## src/mie_pkg.sv

```systemverilog
package mie_pkg;
    localparam int DATA_W = 8;
    localparam int PC_W = 15;
    localparam logic [7:0] BCD_LIMIT = 8'h09;
    localparam logic [7:0] ADJ_LO = 8'h06;
    localparam logic [7:0] ADJ_HI = 8'h60;
    localparam logic [7:0] ONE = 8'h01;
    // Operation codes presented on the decoded-operation port.
    localparam logic [4:0] OP_NOP = 5'h00;
    localparam logic [4:0] OP_DECIMAL_ADJUST = 5'h01;
    localparam logic [4:0] OP_DEC = 5'h02;
    localparam logic [4:0] OP_DECA = 5'h03;
    localparam logic [4:0] OP_INC = 5'h04;
    localparam logic [4:0] OP_INCA = 5'h05;
    localparam logic [4:0] OP_HALT = 5'h06;
    localparam logic [4:0] OP_JMP = 5'h07;
    localparam logic [4:0] OP_MOV_A_M = 5'h08;
    localparam logic [4:0] OP_MOV_A_X = 5'h09;
    localparam logic [4:0] OP_MOV_M_A = 5'h0a;
    localparam logic [4:0] OP_OR_A_M = 5'h0b;
    localparam logic [4:0] OP_OR_A_X = 5'h0c;
    localparam logic [4:0] OP_ORM = 5'h0d;
    localparam logic [4:0] OP_RET = 5'h0e;
    localparam logic [4:0] OP_RET_A_X = 5'h0f;
    localparam logic [4:0] OP_RETURN_FROM_INTERRUPT = 5'h10;
    localparam logic [4:0] OP_RL = 5'h11;
    localparam logic [4:0] OP_RLA = 5'h12;
    localparam logic [4:0] OP_ROTATE_LEFT_THROUGH_CARRY = 5'h13;
    localparam logic [4:0] OP_ROTATE_LEFT_THROUGH_CARRY_A = 5'h14;
    localparam logic [4:0] OP_RR = 5'h15;
    localparam logic [4:0] OP_RRA = 5'h16;
    localparam logic [4:0] OP_ROTATE_RIGHT_THROUGH_CARRY = 5'h17;
    localparam logic [4:0] OP_ROTATE_RIGHT_THROUGH_CARRY_A = 5'h18;
    localparam logic [4:0] OP_SUBTRACT_WITH_BORROW = 5'h19;
    localparam logic [4:0] OP_SUBTRACT_WITH_BORROW_M = 5'h1a;
    typedef enum logic [1:0] {
        MIE_RUN = 2'b00,
        MIE_DUMMY = 2'b01,
        MIE_DOWN = 2'b10
    } mie_state_t;
endpackage

```

## src/mie_exec.sv

```systemverilog
// Strobed register access and the placing of the registers are this design's own decisions.
`timescale 1ns/1ps
module mie_exec #(
    parameter int PC_W = mie_pkg::PC_W
) (
    // Clock and reset
    input wire logic i_clk,
    input wire logic i_rst_b,
    // Decoded instruction
    input wire logic i_valid,
    input wire logic [4:0] i_op,
    input wire logic [7:0] i_imm,
    input wire logic [PC_W-1:0] i_addr,
    // Data memory byte read at the operand address
    input wire logic [7:0] i_mem_rdata,
    // Return stack top
    input wire logic [PC_W-1:0] i_stack_top,
    // Wake-up and watchdog time-out events
    input wire logic i_wake,
    input wire logic i_watchdog_expired,
    // Instruction handshake
    output logic o_ready,
    output logic o_done,
    // Data memory write
    output logic o_mem_we,
    output logic [7:0] o_mem_wdata,
    // Program counter load and stack pop
    output logic o_pc_load,
    output logic [PC_W-1:0] o_pc_value,
    output logic o_stack_pop,
    // Architectural state
    output logic [7:0] o_working_register,
    output logic o_carry,
    output logic o_half_carry_flag,
    output logic o_zero,
    output logic o_signed_range_exceeded,
    output logic o_global_irq_enable,
    output logic o_powerdown_flag,
    output logic o_watchdog_timeout_flag,
    output logic o_watchdog_clear,
    output logic o_clock_off
);
    mie_pkg::mie_state_t state;
    mie_pkg::mie_state_t next_state;
    logic [7:0] next_wreg;
    logic [7:0] next_wdata;
    logic next_we;
    logic next_c;
    logic next_half;
    logic next_z;
    logic next_range;
    logic next_pc_load;
    logic [PC_W-1:0] next_pc;
    logic next_pop;
    logic [7:0] adj;
    logic [7:0] res;
    logic [8:0] diff;
    logic [4:0] diff_lo;
    logic go;

    assign o_ready = (state == mie_pkg::MIE_RUN);
    assign go = i_valid && o_ready;

    always_comb begin
        adj = 8'h00;
        res = 8'h00;
        diff = 9'h000;
        diff_lo = 5'h00;
        next_wreg = o_working_register;
        next_wdata = 8'h00;
        next_we = 1'b0;
        next_c = o_carry;
        next_half = o_half_carry_flag;
        next_z = o_zero;
        next_range = o_signed_range_exceeded;
        next_pc_load = 1'b0;
        next_pc = '0;
        next_pop = 1'b0;
        next_state = state;
        case (i_op)
            mie_pkg::OP_DECIMAL_ADJUST: begin
                if (o_working_register[3:0] > mie_pkg::BCD_LIMIT[3:0] || o_half_carry_flag) begin
                    adj = adj | mie_pkg::ADJ_LO;
                end
                if (o_working_register[7:4] > mie_pkg::BCD_LIMIT[3:0] || o_carry) begin
                    adj = adj | mie_pkg::ADJ_HI;
                end
                {next_c, next_wdata} = {1'b0, o_working_register} + {1'b0, adj};
                next_c = next_c | o_carry;
                next_we = 1'b1;
            end
            mie_pkg::OP_DEC, mie_pkg::OP_DECA: begin
                res = i_mem_rdata - mie_pkg::ONE;
                next_z = (res == 8'h00);
                if (i_op == mie_pkg::OP_DEC) begin
                    next_we = 1'b1;
                    next_wdata = res;
                end else begin
                    next_wreg = res;
                end
            end
            mie_pkg::OP_INC, mie_pkg::OP_INCA: begin
                res = i_mem_rdata + mie_pkg::ONE;
                next_z = (res == 8'h00);
                if (i_op == mie_pkg::OP_INC) begin
                    next_we = 1'b1;
                    next_wdata = res;
                end else begin
                    next_wreg = res;
                end
            end
            mie_pkg::OP_HALT: begin
                next_state = mie_pkg::MIE_DOWN;
            end
            mie_pkg::OP_JMP: begin
                next_pc_load = 1'b1;
                next_pc = i_addr;
                next_state = mie_pkg::MIE_DUMMY;
            end
            mie_pkg::OP_MOV_A_M: next_wreg = i_mem_rdata;
            mie_pkg::OP_MOV_A_X: next_wreg = i_imm;
            mie_pkg::OP_MOV_M_A: begin
                next_we = 1'b1;
                next_wdata = o_working_register;
            end
            mie_pkg::OP_OR_A_M, mie_pkg::OP_OR_A_X, mie_pkg::OP_ORM: begin
                res = o_working_register | ((i_op == mie_pkg::OP_OR_A_X) ? i_imm : i_mem_rdata);
                next_z = (res == 8'h00);
                if (i_op == mie_pkg::OP_ORM) begin
                    next_we = 1'b1;
                    next_wdata = res;
                end else begin
                    next_wreg = res;
                end
            end
            mie_pkg::OP_RET, mie_pkg::OP_RET_A_X, mie_pkg::OP_RETURN_FROM_INTERRUPT: begin
                next_pc_load = 1'b1;
                next_pc = i_stack_top;
                next_pop = 1'b1;
                next_state = mie_pkg::MIE_DUMMY;
                if (i_op == mie_pkg::OP_RET_A_X) begin
                    next_wreg = i_imm;
                end
            end
            mie_pkg::OP_RL, mie_pkg::OP_RLA: begin
                res = {i_mem_rdata[6:0], i_mem_rdata[7]};
                if (i_op == mie_pkg::OP_RL) begin
                    next_we = 1'b1;
                    next_wdata = res;
                end else begin
                    next_wreg = res;
                end
            end
            mie_pkg::OP_ROTATE_LEFT_THROUGH_CARRY, mie_pkg::OP_ROTATE_LEFT_THROUGH_CARRY_A: begin
                res = {i_mem_rdata[6:0], o_carry};
                next_c = i_mem_rdata[7];
                if (i_op == mie_pkg::OP_ROTATE_LEFT_THROUGH_CARRY) begin
                    next_we = 1'b1;
                    next_wdata = res;
                end else begin
                    next_wreg = res;
                end
            end
            mie_pkg::OP_RR, mie_pkg::OP_RRA: begin
                res = {i_mem_rdata[0], i_mem_rdata[7:1]};
                if (i_op == mie_pkg::OP_RR) begin
                    next_we = 1'b1;
                    next_wdata = res;
                end else begin
                    next_wreg = res;
                end
            end
            mie_pkg::OP_ROTATE_RIGHT_THROUGH_CARRY, mie_pkg::OP_ROTATE_RIGHT_THROUGH_CARRY_A: begin
                res = {o_carry, i_mem_rdata[7:1]};
                next_c = i_mem_rdata[0];
                if (i_op == mie_pkg::OP_ROTATE_RIGHT_THROUGH_CARRY) begin
                    next_we = 1'b1;
                    next_wdata = res;
                end else begin
                    next_wreg = res;
                end
            end
            mie_pkg::OP_SUBTRACT_WITH_BORROW, mie_pkg::OP_SUBTRACT_WITH_BORROW_M: begin
                // Borrow is the inverted carry, so a set carry means nothing is owed.
                diff = {1'b0, o_working_register} - {1'b0, i_mem_rdata}
                    - {8'h00, ~o_carry};
                diff_lo = {1'b0, o_working_register[3:0]} - {1'b0, i_mem_rdata[3:0]}
                    - {4'h0, ~o_carry};
                res = diff[7:0];
                next_c = ~diff[8];
                next_half = ~diff_lo[4];
                next_z = (res == 8'h00);
                next_range = (o_working_register[7] ^ i_mem_rdata[7])
                    & (o_working_register[7] ^ res[7]);
                if (i_op == mie_pkg::OP_SUBTRACT_WITH_BORROW_M) begin
                    next_we = 1'b1;
                    next_wdata = res;
                end else begin
                    next_wreg = res;
                end
            end
            default: begin
                next_state = state;
            end
        endcase
    end

    always_ff @(posedge i_clk or negedge i_rst_b) begin
        if (!i_rst_b) begin
            state <= mie_pkg::MIE_RUN;
        end else begin
            case (state)
                mie_pkg::MIE_RUN: begin
                    if (go) begin
                        state <= next_state;
                    end
                end
                mie_pkg::MIE_DUMMY: state <= mie_pkg::MIE_RUN;
                mie_pkg::MIE_DOWN: begin
                    if (i_wake) begin
                        state <= mie_pkg::MIE_RUN;
                    end
                end
                default: state <= mie_pkg::MIE_RUN;
            endcase
        end
    end

    // Flags and the working register only move on an accepted instruction.
    always_ff @(posedge i_clk or negedge i_rst_b) begin
        if (!i_rst_b) begin
            o_working_register <= 8'h00;
            o_carry <= 1'b0;
            o_half_carry_flag <= 1'b0;
            o_zero <= 1'b0;
            o_signed_range_exceeded <= 1'b0;
        end else if (go) begin
            o_working_register <= next_wreg;
            o_carry <= next_c;
            o_half_carry_flag <= next_half;
            o_zero <= next_z;
            o_signed_range_exceeded <= next_range;
        end
    end

    always_ff @(posedge i_clk or negedge i_rst_b) begin
        if (!i_rst_b) begin
            o_mem_we <= 1'b0;
            o_mem_wdata <= 8'h00;
            o_pc_load <= 1'b0;
            o_pc_value <= '0;
            o_stack_pop <= 1'b0;
            o_done <= 1'b0;
        end else begin
            o_mem_we <= go && next_we;
            o_mem_wdata <= go ? next_wdata : o_mem_wdata;
            o_pc_load <= go && next_pc_load;
            o_pc_value <= go ? next_pc : o_pc_value;
            o_stack_pop <= go && next_pop;
            o_done <= go;
        end
    end

    // Interrupt enable is owned elsewhere too; this copy only records the return's effect.
    always_ff @(posedge i_clk or negedge i_rst_b) begin
        if (!i_rst_b) begin
            o_global_irq_enable <= 1'b0;
        end else if (go && i_op == mie_pkg::OP_RETURN_FROM_INTERRUPT) begin
            o_global_irq_enable <= 1'b1;
        end
    end

    always_ff @(posedge i_clk or negedge i_rst_b) begin
        if (!i_rst_b) begin
            o_powerdown_flag <= 1'b0;
            o_watchdog_timeout_flag <= 1'b0;
            o_watchdog_clear <= 1'b0;
        end else begin
            o_watchdog_clear <= go && i_op == mie_pkg::OP_HALT;
            // A time-out in the cycle of power-down entry is kept, so that it is never lost.
            if (i_watchdog_expired) begin
                o_watchdog_timeout_flag <= 1'b1;
            end else if (go && i_op == mie_pkg::OP_HALT) begin
                o_watchdog_timeout_flag <= 1'b0;
            end
            if (go && i_op == mie_pkg::OP_HALT) begin
                o_powerdown_flag <= 1'b1;
            end
        end
    end

    assign o_clock_off = (state == mie_pkg::MIE_DOWN);

    chk_jump_two_cycles: assert property (@(posedge i_clk) disable iff (!i_rst_b)
        go && i_op == mie_pkg::OP_JMP |=> o_pc_load && !o_ready ##1 o_ready)
        else $error("jump did not take two cycles");
    chk_ret_pops_stack: assert property (@(posedge i_clk) disable iff (!i_rst_b)
        go && i_op == mie_pkg::OP_RET |=> o_stack_pop && o_pc_value == $past(i_stack_top))
        else $error("return did not reload counter");
    chk_return_from_interrupt_sets_enable: assert property (@(posedge i_clk) disable iff (!i_rst_b)
        go && i_op == mie_pkg::OP_RETURN_FROM_INTERRUPT |=> o_global_irq_enable)
        else $error("interrupt return left enable clear");
    chk_halt_flags_set: assert property (@(posedge i_clk) disable iff (!i_rst_b)
        go && i_op == mie_pkg::OP_HALT |=> o_powerdown_flag
        && o_watchdog_timeout_flag == $past(i_watchdog_expired)
        && o_watchdog_clear && o_clock_off)
        else $error("power-down entry flags wrong");
    chk_inca_no_write: assert property (@(posedge i_clk) disable iff (!i_rst_b)
        go && i_op == mie_pkg::OP_INCA |=> !o_mem_we
        && o_working_register == $past(i_mem_rdata) + 8'h01)
        else $error("register form touched memory");
    chk_sub_carry_sign: assert property (@(posedge i_clk) disable iff (!i_rst_b)
        go && i_op == mie_pkg::OP_SUBTRACT_WITH_BORROW && o_carry
        |=> o_carry == ($past(o_working_register) >= $past(i_mem_rdata)))
        else $error("subtract carry wrong");
    chk_rl_rotates: assert property (@(posedge i_clk) disable iff (!i_rst_b)
        go && i_op == mie_pkg::OP_RL |=> o_mem_we
        && o_mem_wdata == {$past(i_mem_rdata[6:0]), $past(i_mem_rdata[7])}
        && $stable(o_carry))
        else $error("rotate left wrong");
    chk_mov_no_flags: assert property (@(posedge i_clk) disable iff (!i_rst_b)
        go && i_op == mie_pkg::OP_MOV_A_X |=> o_working_register == $past(i_imm)
        && $stable(o_zero) && $stable(o_carry))
        else $error("move changed flags");
    cov_jump: cover property (@(posedge i_clk) go && i_op == mie_pkg::OP_JMP);
    cov_halt_wake: cover property (@(posedge i_clk) o_clock_off ##1 !o_clock_off);
    cov_adjust: cover property (@(posedge i_clk) go && i_op == mie_pkg::OP_DECIMAL_ADJUST);
endmodule

```

## config.mk

```make
export PLATFORM = sky130hd
export DESIGN_NAME = mie_exec
export DESIGN_NICKNAME = d
export VERILOG_FILES = /design/src/mie_pkg.sv /design/src/mie_exec.sv
export SDC_FILE = /design/constraint.sdc
export NUM_CORES = 1
export LEC_CHECK = 0
export BUFFER_PORTS_ARGS = -buffer_cell sky130_fd_sc_hd__buf_2
export CAP_MARGIN = 10
export CORE_MARGIN = 5
export CORE_UTILIZATION = 56
export CTS_CLUSTER_SIZE = 40
export DETAILED_ROUTE_END_ITERATION = 12
export PLACE_DENSITY = 0.81
export SLEW_MARGIN = 20
export SYNTH_ARGS = -nofsm -noshare
export SYNTH_HDL_FRONTEND = slang
export SYNTH_SLANG_ARGS = --single-unit
```

## constraint.sdc

```tcl
create_clock -name i_clk -period 3.4 [get_ports i_clk]
set_input_delay 0.17 -clock i_clk [delete_from_list [all_inputs] [get_ports i_clk]]
set_output_delay 0.17 -clock i_clk [all_outputs]
set_load 0.01 [all_outputs]
```

==> results of run 1 <==
[flip-flops by register name, indices dropped and copies added (netlist names)]
register	count
o_half_carry_flag	1
o_powerdown_flag	1
o_watchdog_timeout_flag	1
o_done	1
o_mem_wdata	8
o_pc_load	1
o_working_register	8
o_watchdog_clear	1
o_carry	1
o_mem_we	1
state	2
o_stack_pop	1
o_zero	1
o_pc_value	15
o_signed_range_exceeded	1
o_global_irq_enable	1
[area by class of cell]
cell class | instances | area [µm²]
clock buffers | 5 | 68.82
clock inverters | 3 | 25.02
fillers | 721 | 2575
inverters | 31 | 116.4
multi-input cells | 477 | 3128
flip-flops and latches | 45 | 1126
well taps | 102 | 127.6
repair buffers | 118 | 640.6
[stage by stage]
| step | worst slack, ns | instance area [µm²] |
|---|---|---|
| after floorplan | 0.6867 | 4554 |
| after global placement | 0.6080 | 5126 |
| after detailed placement | 0.5296 | 5126 |
| after CTS | 0.4686 | 5220 |
| after global routing | 0.2586 | 5233 |
| final | 0.4216 | 5233 |
[Yosys cell counts (4+ instances only)]
cell        n  share of area (%)
o22ai_1     6               0.82
dfrtp_1    45                 25
nor2_1     46                3.8
o21a_1      4               0.66
o211ai_1    7                1.2
xor2_1      6                1.2
nand4b_1    4               0.77
a31oi_1     8                1.1
ha_1       22                6.0
clkbuf_1   24                2.0
inv_1      31                2.6
a22oi_1    22                3.6
nor3b_1     4               0.66
buf_1       5               0.41
nor3_1     22                2.4
xnor2_1    18                3.5
a22o_1      5               0.96
o31ai_1     4               0.66
a221oi_1    6                1.2
nand2_1    77                6.3
a211oi_1    9                1.5
and3_1      7               0.96
a21oi_1    29                3.2
a21o_1      6               0.99
nand3_1    18                2.0
a2111oi_0   4               0.77
o21bai_1    4               0.66
nand2b_1   14                1.9
buf_2       9               0.99
mux2i_1     4               0.88
a222oi_1    5                1.1
nor2b_1    11                1.5
nor4_1      6               0.82
o21ai_0    32                3.5
a2bb2oi_1   5               0.96
[kinds of logic (layout without fill, tap and decap cells)]
family,after synthesis,count (layout)
simple gates,231,231
compound gates,191,191
flops,45,45
mux,6,6
xor+xnor,24,24
fa+ha+maj,25,25
buf+inv,72,157
[worst min-delay path by stage]
stage	endpoint	slack, ns	start	depth (start not counted)
2_1_floorplan	o_carry	-0.13	i_rst_b	0
3_3_place_gp	o_pc_value[8]	0.36	i_stack_top[8]	3
4_1_cts	o_pc_value[0]	0.04	i_stack_top[0]	3
6_report	o_pc_value[9]	0.03	i_stack_top[9]	3
5_1_grt	o_pc_value[5]	0.05	i_stack_top[5]	3
3_5_place_dp	o_pc_value[6]	0.37	i_stack_top[6]	3
[power by group]
group          leakage (nW)  switching, mW  internal (mW)  total, mW
clock network        0.0447          0.236          0.149      0.385
registers             0.587          0.112          0.612      0.724
logic                  1.78          0.866          0.548       1.41
[per-layer routing]
layer | global-route usage [%] | up-vias
met5 | 0 | -
met4 | 17.20 | 0
met3 | 7.575 | 83
met2 | 56.12 | 398
met1 | 46.34 | 2527
li1 | - | 2367
[layout by cell type (no fill, tap or decap), types with 7 or more instances in the layout]
| cell type | count |
|---|---|
| a211oi_1 | 9 |
| a21oi_1 | 29 |
| a22oi_1 | 22 |
| a31oi_1 | 8 |
| and3_1 | 7 |
| buf_2 | 99 |
| buf_4 | 18 |
| dfrtp_1 | 45 |
| ha_1 | 22 |
| inv_1 | 31 |
| nand2_1 | 77 |
| nand2b_1 | 14 |
| nand3_1 | 18 |
| nor2_1 | 46 |
| nor2b_1 | 11 |
| nor3_1 | 22 |
| o211ai_1 | 7 |
| o21ai_0 | 32 |
| xnor2_1 | 18 |
[what timing repair did]
action / CTS / global route
hold endpoints to repair: 0 / 45
endpoints found under the setup margin: 0 / 0
hold buffers: 0 / 1
[worst max-delay path, cell delays in order, from the launching register on]
cell       delay (ns)
dfrtp_1          0.45
inv_1            0.16
fa_1             0.18
inv_1            0.06
fa_1             0.39
nand2b_1         0.18
a2111oi_0        0.52
buf_4            0.21
nor3b_1          0.05
nor3b_1          0.39
o41ai_2          0.13
a22oi_1          0.16
==> metrics.md, run 1 <==
| Metric | Value |
|---|---|
| Standard-cell rows | 32 |
| CP endpoint | o_working_register[6] |
| Placed Cells | 772 |
| Synth async-reset ratio | 100.0% |
| Initial antenna violation count | 0 |
| Max Slew Vio Count | 0 |
| Largest family of logic cells by synthesized area | compound AO/OA/AOI/OAI gates |
| Drt drc | 0 |
| RR Startpoint | o_carry |
| # port buffers | 100 |
| Adder-cell share of the synthesized area | between 7 and 8% |
| Via count | between 5000 and 6000 |
| CP startpoint | o_carry |
| MaxCap Viol Count | 0 |
| WL met3 | between 2000 and 2500 µm |
| Clk slew on worst S/H paths | between 0.1 and 0.15 ns |
| Synthesized Nets | 675 |
| Clk Latency, worst-skew pair | 0.33 ns |
| Final wirelength | 18420 µm |
| Clock buffer depth | 2 |
| Antenna cell count | 0 |
| R2r worst-path depth | 11 |
| R2R Setup Slk | 0.42 ns |
| Period utilization | 87.60% |
| Hold Fails Final Rpt | 0 |
| Ys flop type | dfrtp_1 |
| Seq/Total Area, Yosys | 24.73% |
| Relative slew margins | 28.89% |
| Post-CTS Setup Inserts | 0 |
| Core region area | 7807 µm² |
| Crit end category | flip-flop |
| Flops & latches, synth | 45 |
| Mux share of post-synthesis cell area | 1.374% |
| DP Wirelength | around 14000 µm |
| Setup violations, final | 0 |
| Post-synth EDFFs | 0 |
| H-tree depth | 2 |
| Clk root buf | clkbuf_8 |
| Layout Cells excl Fill | between 700 and 800 |
| PD cells | about 480 nW/µm² |
| Average wire per standard cell | approximately 24 µm |
| Req. time, crit path | around 3.6 ns |
| Setup repair after global routing missed its margin | no |
| Vias in the first global route | 5206 |
| Die Width | 100.2 µm |
| Final Hold Slack | 0.02873 ns |
| XOR/XNOR Fraction of Synth Area | approximately 4.6% |
| Syn_area_per_cell | 7.667 µm² |
| Status | complete, no violations |
| Setup TNS | 0 ns |
| WP data arrival | 3.21 ns |
| Global-route wire length before repair | between 20000 and 30000 µm |
| Tmin final | ~3 ns |
| CTS sink cnt | 45 |
| Gp weighted congestion | 1.041 |
| Synthesized cell area | 4554 µm² |
| Util after Layout | 67.02% |
| Pin count of the biggest net entering global routing | 46 |
| Leak | between 2 and 2.5 nW |
| Post-synthesis simple-gate area fraction | 25.05% |
| Initial core utilization | 58.33% |
| Worst hold path type | in2reg |
| Post-CTS sizing | 0 |
| Detailed Routing Iterations Pass 1 | 6 |
| Total power | approximately 2.5 mW |
| DIE HEIGHT | 100.2 µm |
| Final Skew | between 0.02 and 0.03 ns |
| Fraction of layout cells with a size suffix above 1 | between 20% and 30% |
| CTS buffer count | 5 |
| Crit-path max FO | 5 |
| Crit Path Class | reg2reg |
| Unique cell type count in the Yosys netlist | 74 |
| Post-synthesis instance total | 594 |
| Global route overflow | 0 |
| YS warnings | 0 |
| TritonCTS clock tree | yes |
| Routed wl met2 | 8380 µm |
| RR Endpoint | o_working_register[6] |
| Compound-Gate Fraction of Synth Area | 30.27% |
| Max Clk Rate | 335.7 MHz |
| Metal-1 WL | 6934 µm |
| Top Layer Used | met4 |
| Area Overhead vs Synth | 14.89% |
| Starting DRT DRC Count | 590 |
| Slew at the pin with the worst max-slew slack | between 1 and 1.5 ns |
| Vias/cell | 6.882 |
| Antenna viol nets, final | 0 |
| Worst setup SP type | flip-flop |
| Total global-route track usage | around 36% |
| IO Count | around 100 |
| DIE AREA | 10040 µm² |
| Nets@finish | between 700 and 800 |
| VDD IR-drop max | 0.4001 mV |
Power figures use the tool's default switching activity.
==> run 2, diff against run 1 <==
--- a/config.mk
+++ b/config.mk
@@ -11,7 +11,7 @@
 export CORE_UTILIZATION = 56
 export CTS_CLUSTER_SIZE = 40
 export DETAILED_ROUTE_END_ITERATION = 12
-export PLACE_DENSITY = 0.81
+export PLACE_DENSITY = 0.89
 export SLEW_MARGIN = 20
 export SYNTH_ARGS = -nofsm -noshare
 export SYNTH_HDL_FRONTEND = slang
==> metrics.md, run 2 (synthesis results as in run 1) <==
| Metric | Value |
|---|---|
| Status | complete, no violations |
| Vias/cell | 7.010 |
| Core region area | 7807 µm² |
| Clk slew on worst S/H paths | approximately 0.11 ns |
| Post-CTS Setup Inserts | 0 |
| Vias in the first global route | 5053 |
| Initial core utilization | approximately three fifths |
| Hold_buf cts | 0 |
| Placed Cells | 770 |
| Antenna cell count | 0 |
| Final Skew | 0.01335 ns |
| DP Wirelength | 14040 µm |
| Total global-route track usage | 36.17% |
| Clk root buf | clkbuf_8 |
| MaxCap Viol Count | 0 |
| Period utilization | 93.46% |
| Hold path depth | 3 |
| Fraction of layout cells with a size suffix above 1 | 20.53% |
| Slew at the pin with the worst max-slew slack | about 0.94 ns |
| Via count | 5461 |
| Global-route wire length before repair | about 28000 µm |
| H-tree depth | 2 |
| Combinational Power Share | 56.5% |
| Drt drc | 0 |
| WP data arrival | 3.36 ns |
| Max FFs per register | 15 |
| Detailed Routing Iterations Pass 1 | 6 |
| Clk pwr share | 14.9% |
| Crit-path max FO | 5 |
| IO Count | 101 |
| Leak | 2.404 nW |
| Power Internal | roughly 1.3 mW |
| PD cells | 485.5 nW/µm² |
| # fillers | 717 |
| Final wirelength | around 18000 µm |
| Die Width | 100.2 µm |
| Setup TNS | 0 ns |
| Worst hold path type | in2reg |
| Hold Fails Final Rpt | 0 |
| Clock buffer depth | 2 |
| R2r worst-path depth | 10 |
| Standard-cell rows | 32 |
| Max Slew Vio Count | 0 |
| Crit Path Class | reg2reg |
| Starting DRT DRC Count | 680 |
| Register bank with the most flops | o_pc_value |
| Clk Latency, worst-skew pair | 0.32 ns |
| Setup ws final | between 0.2 and 0.25 ns |
| Relative slew margins | 37.46% |
| Most frequent cells in the layout | 99 x buf_2, 77 x nand2_1, 46 x nor2_1 |
| Sw frac | 47.98% |
| TritonCTS clock tree | yes |
| VDD IR-drop max | approximately 0.46 mV |
| Post-CTS sizing | 0 |
| Pin count of the biggest net entering global routing | 46 |
| Crit end category | flip-flop |
| Initial antenna violation count | 0 |
| # port buffers | 100 |
| Power share of the sequential group | between 20 and 30% |
| Setup WS pre-CTS | 0.3595 ns |
| Tmin final | between 3 and 4 ns |
| CTS sink cnt | 45 |
| Top Registers | o_pc_value: 15 flops, o_mem_wdata: 8 flops, o_working_register: 8 flops |
| Switch Pwr | 1.215 mW |
| Setup repair after global routing missed its margin | no |
| DIE HEIGHT | between 100 and 150 µm |
| Layout Cells excl Fill | approximately 780 |
| Max Clk Rate | 314.7 MHz |
| Nets@finish | 757 |
| CTS buffer count | 5 |
| Most common cell after layout, fill and taps aside | buf_2 |
| Req. time, crit path | 3.58 ns |
| Final Hold Slack | between 0.04 and 0.05 ns |
| Setup violations, final | 0 |
| Average wire per standard cell | roughly 24 µm |
| Gp weighted congestion | ~1.1 |
| DIE AREA | 10040 µm² |
| Area Overhead vs Synth | 14.56% |
| Worst setup SP type | flip-flop |
| Antenna viol nets, final | 0 |
| Global route overflow | 0 |
==> run 2: critical path: stages (launching register included) <==
cell       delay (ns)
dfrtp_1          0.43
inv_1            0.16
fa_1             0.20
inv_1            0.07
fa_1             0.39
nand2b_1         0.18
a2111oi_0        0.79
o21bai_1         0.19
nor3b_1          0.20
o41ai_2          0.31
a22oi_1          0.11
==> run 2: stage by stage <==
step | power, mW | instance area, µm² | utilization, %
global route | 2.666 | 5218 | 66.83
detailed placement | 2.100 | 5111 | 65.46
floorplan | 1.623 | 4554 | -
CTS | 2.478 | 5205 | 66.67
global placement | 2.061 | 5111 | 65.46
finish | 2.533 | 5218 | 66.83
==> run 2: routing by layer <==
metal | GRT usage [%] | routed length, µm | up-vias
li1 | - | - | 2357
met1 | 47.32 | 6853 | 2567
met2 | 57.14 | 8292 | 447
met3 | 8.061 | 2320 | 90
met4 | 16.06 | 1012 | 0
met5 | 0 | 0 | -
==> run 2: area by class of cell <==
class	count	area (µm²)	share of cell area, %
inverters	31	116.4	2.230
flip-flops and latches	45	1126	21.58
clock inverters	3	25.02	0.4796
clock buffers	5	68.82	1.319
multi-input cells	477	3128	59.95
well taps	102	127.6	2.446
repair buffers	116	625.6	11.99
==> run 2: worst paths after layout <==
kind,from,endpoint,slack [ns]
setup / recovery,o_carry,o_working_register[6],0.22
hold / removal,i_stack_top[2],o_pc_value[2],0.04
setup reg to reg,o_carry,o_working_register[6],0.22
hold reg to reg,state[0],state[1],0.48
max in group asynchronous,i_rst_b,o_working_register[4],2.59
min in group asynchronous,i_rst_b,o_mem_we,0.38
==> run 2: power groups by stage <==
stage | logic, mW | registers, mW | clock network (mW)
3_3_place_gp | 1.34 | 0.724 | 0
4_1_cts | 1.39 | 0.717 | 0.374
6_report | 1.43 | 0.725 | 0.377
5_1_grt | 1.54 | 0.733 | 0.398
2_1_floorplan | 0.892 | 0.731 | 0
3_5_place_dp | 1.37 | 0.728 | 0
==> run 3, diff against run 2 <==
--- a/config.mk
+++ b/config.mk
@@ -8,10 +8,10 @@
 export BUFFER_PORTS_ARGS = -buffer_cell sky130_fd_sc_hd__buf_2
 export CAP_MARGIN = 10
 export CORE_MARGIN = 5
-export CORE_UTILIZATION = 56
+export CORE_UTILIZATION = 52
 export CTS_CLUSTER_SIZE = 40
 export DETAILED_ROUTE_END_ITERATION = 12
-export PLACE_DENSITY = 0.89
+export PLACE_DENSITY = 0.84
 export SLEW_MARGIN = 20
 export SYNTH_ARGS = -nofsm -noshare
 export SYNTH_HDL_FRONTEND = slang
==> metrics.md, run 3 (synthesis results as in run 1) <==
| Metric | Value |
|---|---|
| Register bank with the most flops | o_pc_value |
| Setup TNS | 0 ns |
| Clock buffer depth | 2 |
| Most frequent cells in the layout | 99 x buf_2, 77 x nand2_1, 46 x nor2_1 |
| Global-route wire length before repair | 28960 µm |
| Vias in the first global route | approximately 5200 |
| # port buffers | 100 |
| Period utilization | 89.56% |
| R2R Setup Slk | 0.36 ns |
| CTS sink cnt | between 40 and 50 |
| Crit-path max FO | 5 |
| Clk slew on worst S/H paths | around 0.10 ns |
| Top Registers | o_pc_value: 15 flops, o_mem_wdata: 8 flops, o_working_register: 8 flops |
| Area Overhead vs Synth | 15.55% |
| Max FFs per register | 15 |
| RR Endpoint | o_carry |
| Req. time, crit path | approximately 3.6 ns |
| Setup violations, final | 0 |
| Antenna cell count | 0 |
| Hold Fails Final Rpt | 0 |
| Power Internal | roughly 1.3 mW |
| Pin count of the biggest net entering global routing | 46 |
| Max Slew Vio Count | 0 |
| WP data arrival | 3.27 ns |
| CP endpoint | o_carry |
| Clk Latency, worst-skew pair | around 0.30 ns |
| FF+latch area | 1126 µm² |
| DIE HEIGHT | 103.6 µm |
| Gp weighted congestion | 1.019 |
| DP Wirelength | approximately 14000 µm |
| Footprint of the multi-input gates | 3128 µm² |
| Antenna viol nets, final | 0 |
| Sw frac | between 40% and 50% |
| Leak | 2.429 nW |
| Average wire per standard cell | 23.42 µm |
| Standard-cell rows | 34 |
| # fillers | roughly 810 |
| MaxCap Viol Count | 0 |
| Post-CTS sizing | 0 |
| Fraction of layout cells with a size suffix above 1 | 21.11% |
| CP startpoint | o_carry |
| Initial antenna violation count | 0 |
| Starting DRT DRC Count | 508 |
| Total global-route track usage | 33.35% |
| Final wirelength | 18500 µm |
| Crit Path Class | reg2reg |
| Drt drc | 0 |
| Fin area | 5263 µm² |
| DIE AREA | 10730 µm² |
| RR Startpoint | o_carry |
| CTS buffer count | 5 |
| Setup WS pre-CTS | 0.4199 ns |
| TritonCTS clock tree | yes |
| Total power | between 2 and 2.5 mW |
| Worst hold path type | in2reg |
| Status | complete, no violations |
| Initial core utilization | 52.74% |
| Slew at the pin with the worst max-slew slack | 0.7410 ns |
| Cell Area, Placed | approximately 5200 µm² |
| Max Clk Rate | 328.4 MHz |
| Core region area | about 8600 µm² |
| Final Skew | 0.008723 ns |
| Post-CTS Setup Inserts | 0 |
| Crit end category | flip-flop |
| VDD IR-drop max | 0.5062 mV |
| Nets@finish | 762 |
| H-tree depth | 2 |
| Die Width | slightly above 100 µm |
| Tmin final | 3.045 ns |
| Worst setup SP type | flip-flop |
| Setup ws final | 0.3551 ns |
| IO Count | roughly 100 |
| Combinational Power Share | 57.1% |
| R2r worst-path depth | 10 |
| Via count | 5213 |
| Clk pwr share | 14.4% |
| PD cells | around 470 nW/µm² |
| Setup repair after global routing missed its margin | no |
| Detailed Routing Iterations Pass 1 | 5 |
| Power share of the sequential group | about 28% |
| Most common cell after layout, fill and taps aside | buf_2 |
| Switch Pwr | 1.177 mW |
| Global route overflow | 0 |
| Clk root buf | clkbuf_8 |
| Relative slew margins | 49.32% |
| Vias/cell | roughly 6.6 |
[run 3: through the flow]
step	std cells	hold WS, ns	utilization, %
2_1_floorplan	594	-0.1256	-
3_3_place_gp	781	0.3607	59.71
3_5_place_dp	781	0.3641	59.71
4_1_cts	789	0.04512	60.79
5_1_grt	790	0.04184	60.94
6_report	790	0.04968	60.94
[run 3: worst min-delay path by stage]
stage,from,to,slack (ns),cells after the start
final,i_stack_top[4],o_pc_value[4],0.05,3
after global routing,i_stack_top[2],o_pc_value[2],0.04,3
after CTS,i_stack_top[4],o_pc_value[4],0.05,3
after detailed placement,i_stack_top[13],o_pc_value[13],0.36,3
after global placement,i_stack_top[11],o_pc_value[11],0.36,3
after floorplan,i_rst_b,o_carry,-0.13,0
[run 3: final cells by class]
| type | instances | share of cell area, % |
|---|---|---|
| clock inverter | 3 | 0.4755 |
| clock buffer | 5 | 1.308 |
| sequential | 45 | 21.40 |
| tap | 108 | 2.568 |
| multi-input combinational | 477 | 59.44 |
| timing repair buffer | 121 | 12.60 |
| inverter | 31 | 2.211 |
[run 3: power groups by stage]
stage                     logic [mW]  registers (mW)  clock network, mW
after global placement          1.36           0.713                  0
final                           1.42           0.708              0.357
after detailed placement        1.38           0.713                  0
after CTS                       1.39           0.704              0.366
after floorplan                0.892           0.731                  0
after global routing            1.53           0.717              0.388
[run 3: routing by layer]
| metal | track usage (%) | up-vias | wire length, µm |
|---|---|---|---|
| li1 | - | 2372 | - |
| met3 | 7.898 | 62 | 1862 |
| met4 | 14.06 | 0 | 841 |
| met1 | 43.93 | 2440 | 7346 |
| met5 | 0 | - | 0 |
| met2 | 52.19 | 339 | 8452 |
[run 3: worst max-delay path, cell delays in order (launching register included)]
cell and delay, ns:
dfrtp_1 0.44, inv_1 0.15, fa_1 0.19, inv_1 0.07, fa_1 0.42, nand2b_1 0.20
a2111oi_0 0.69, o31ai_1 0.24, xnor2_1 0.20, o2111ai_1 0.19, a21boi_0 0.19
[run 3: repair_timing]
item | in CTS | in global routing
endpoints found under the setup margin | 0 | 0
hold endpoints to repair | 0 | 45
hold buffers | 0 | 1
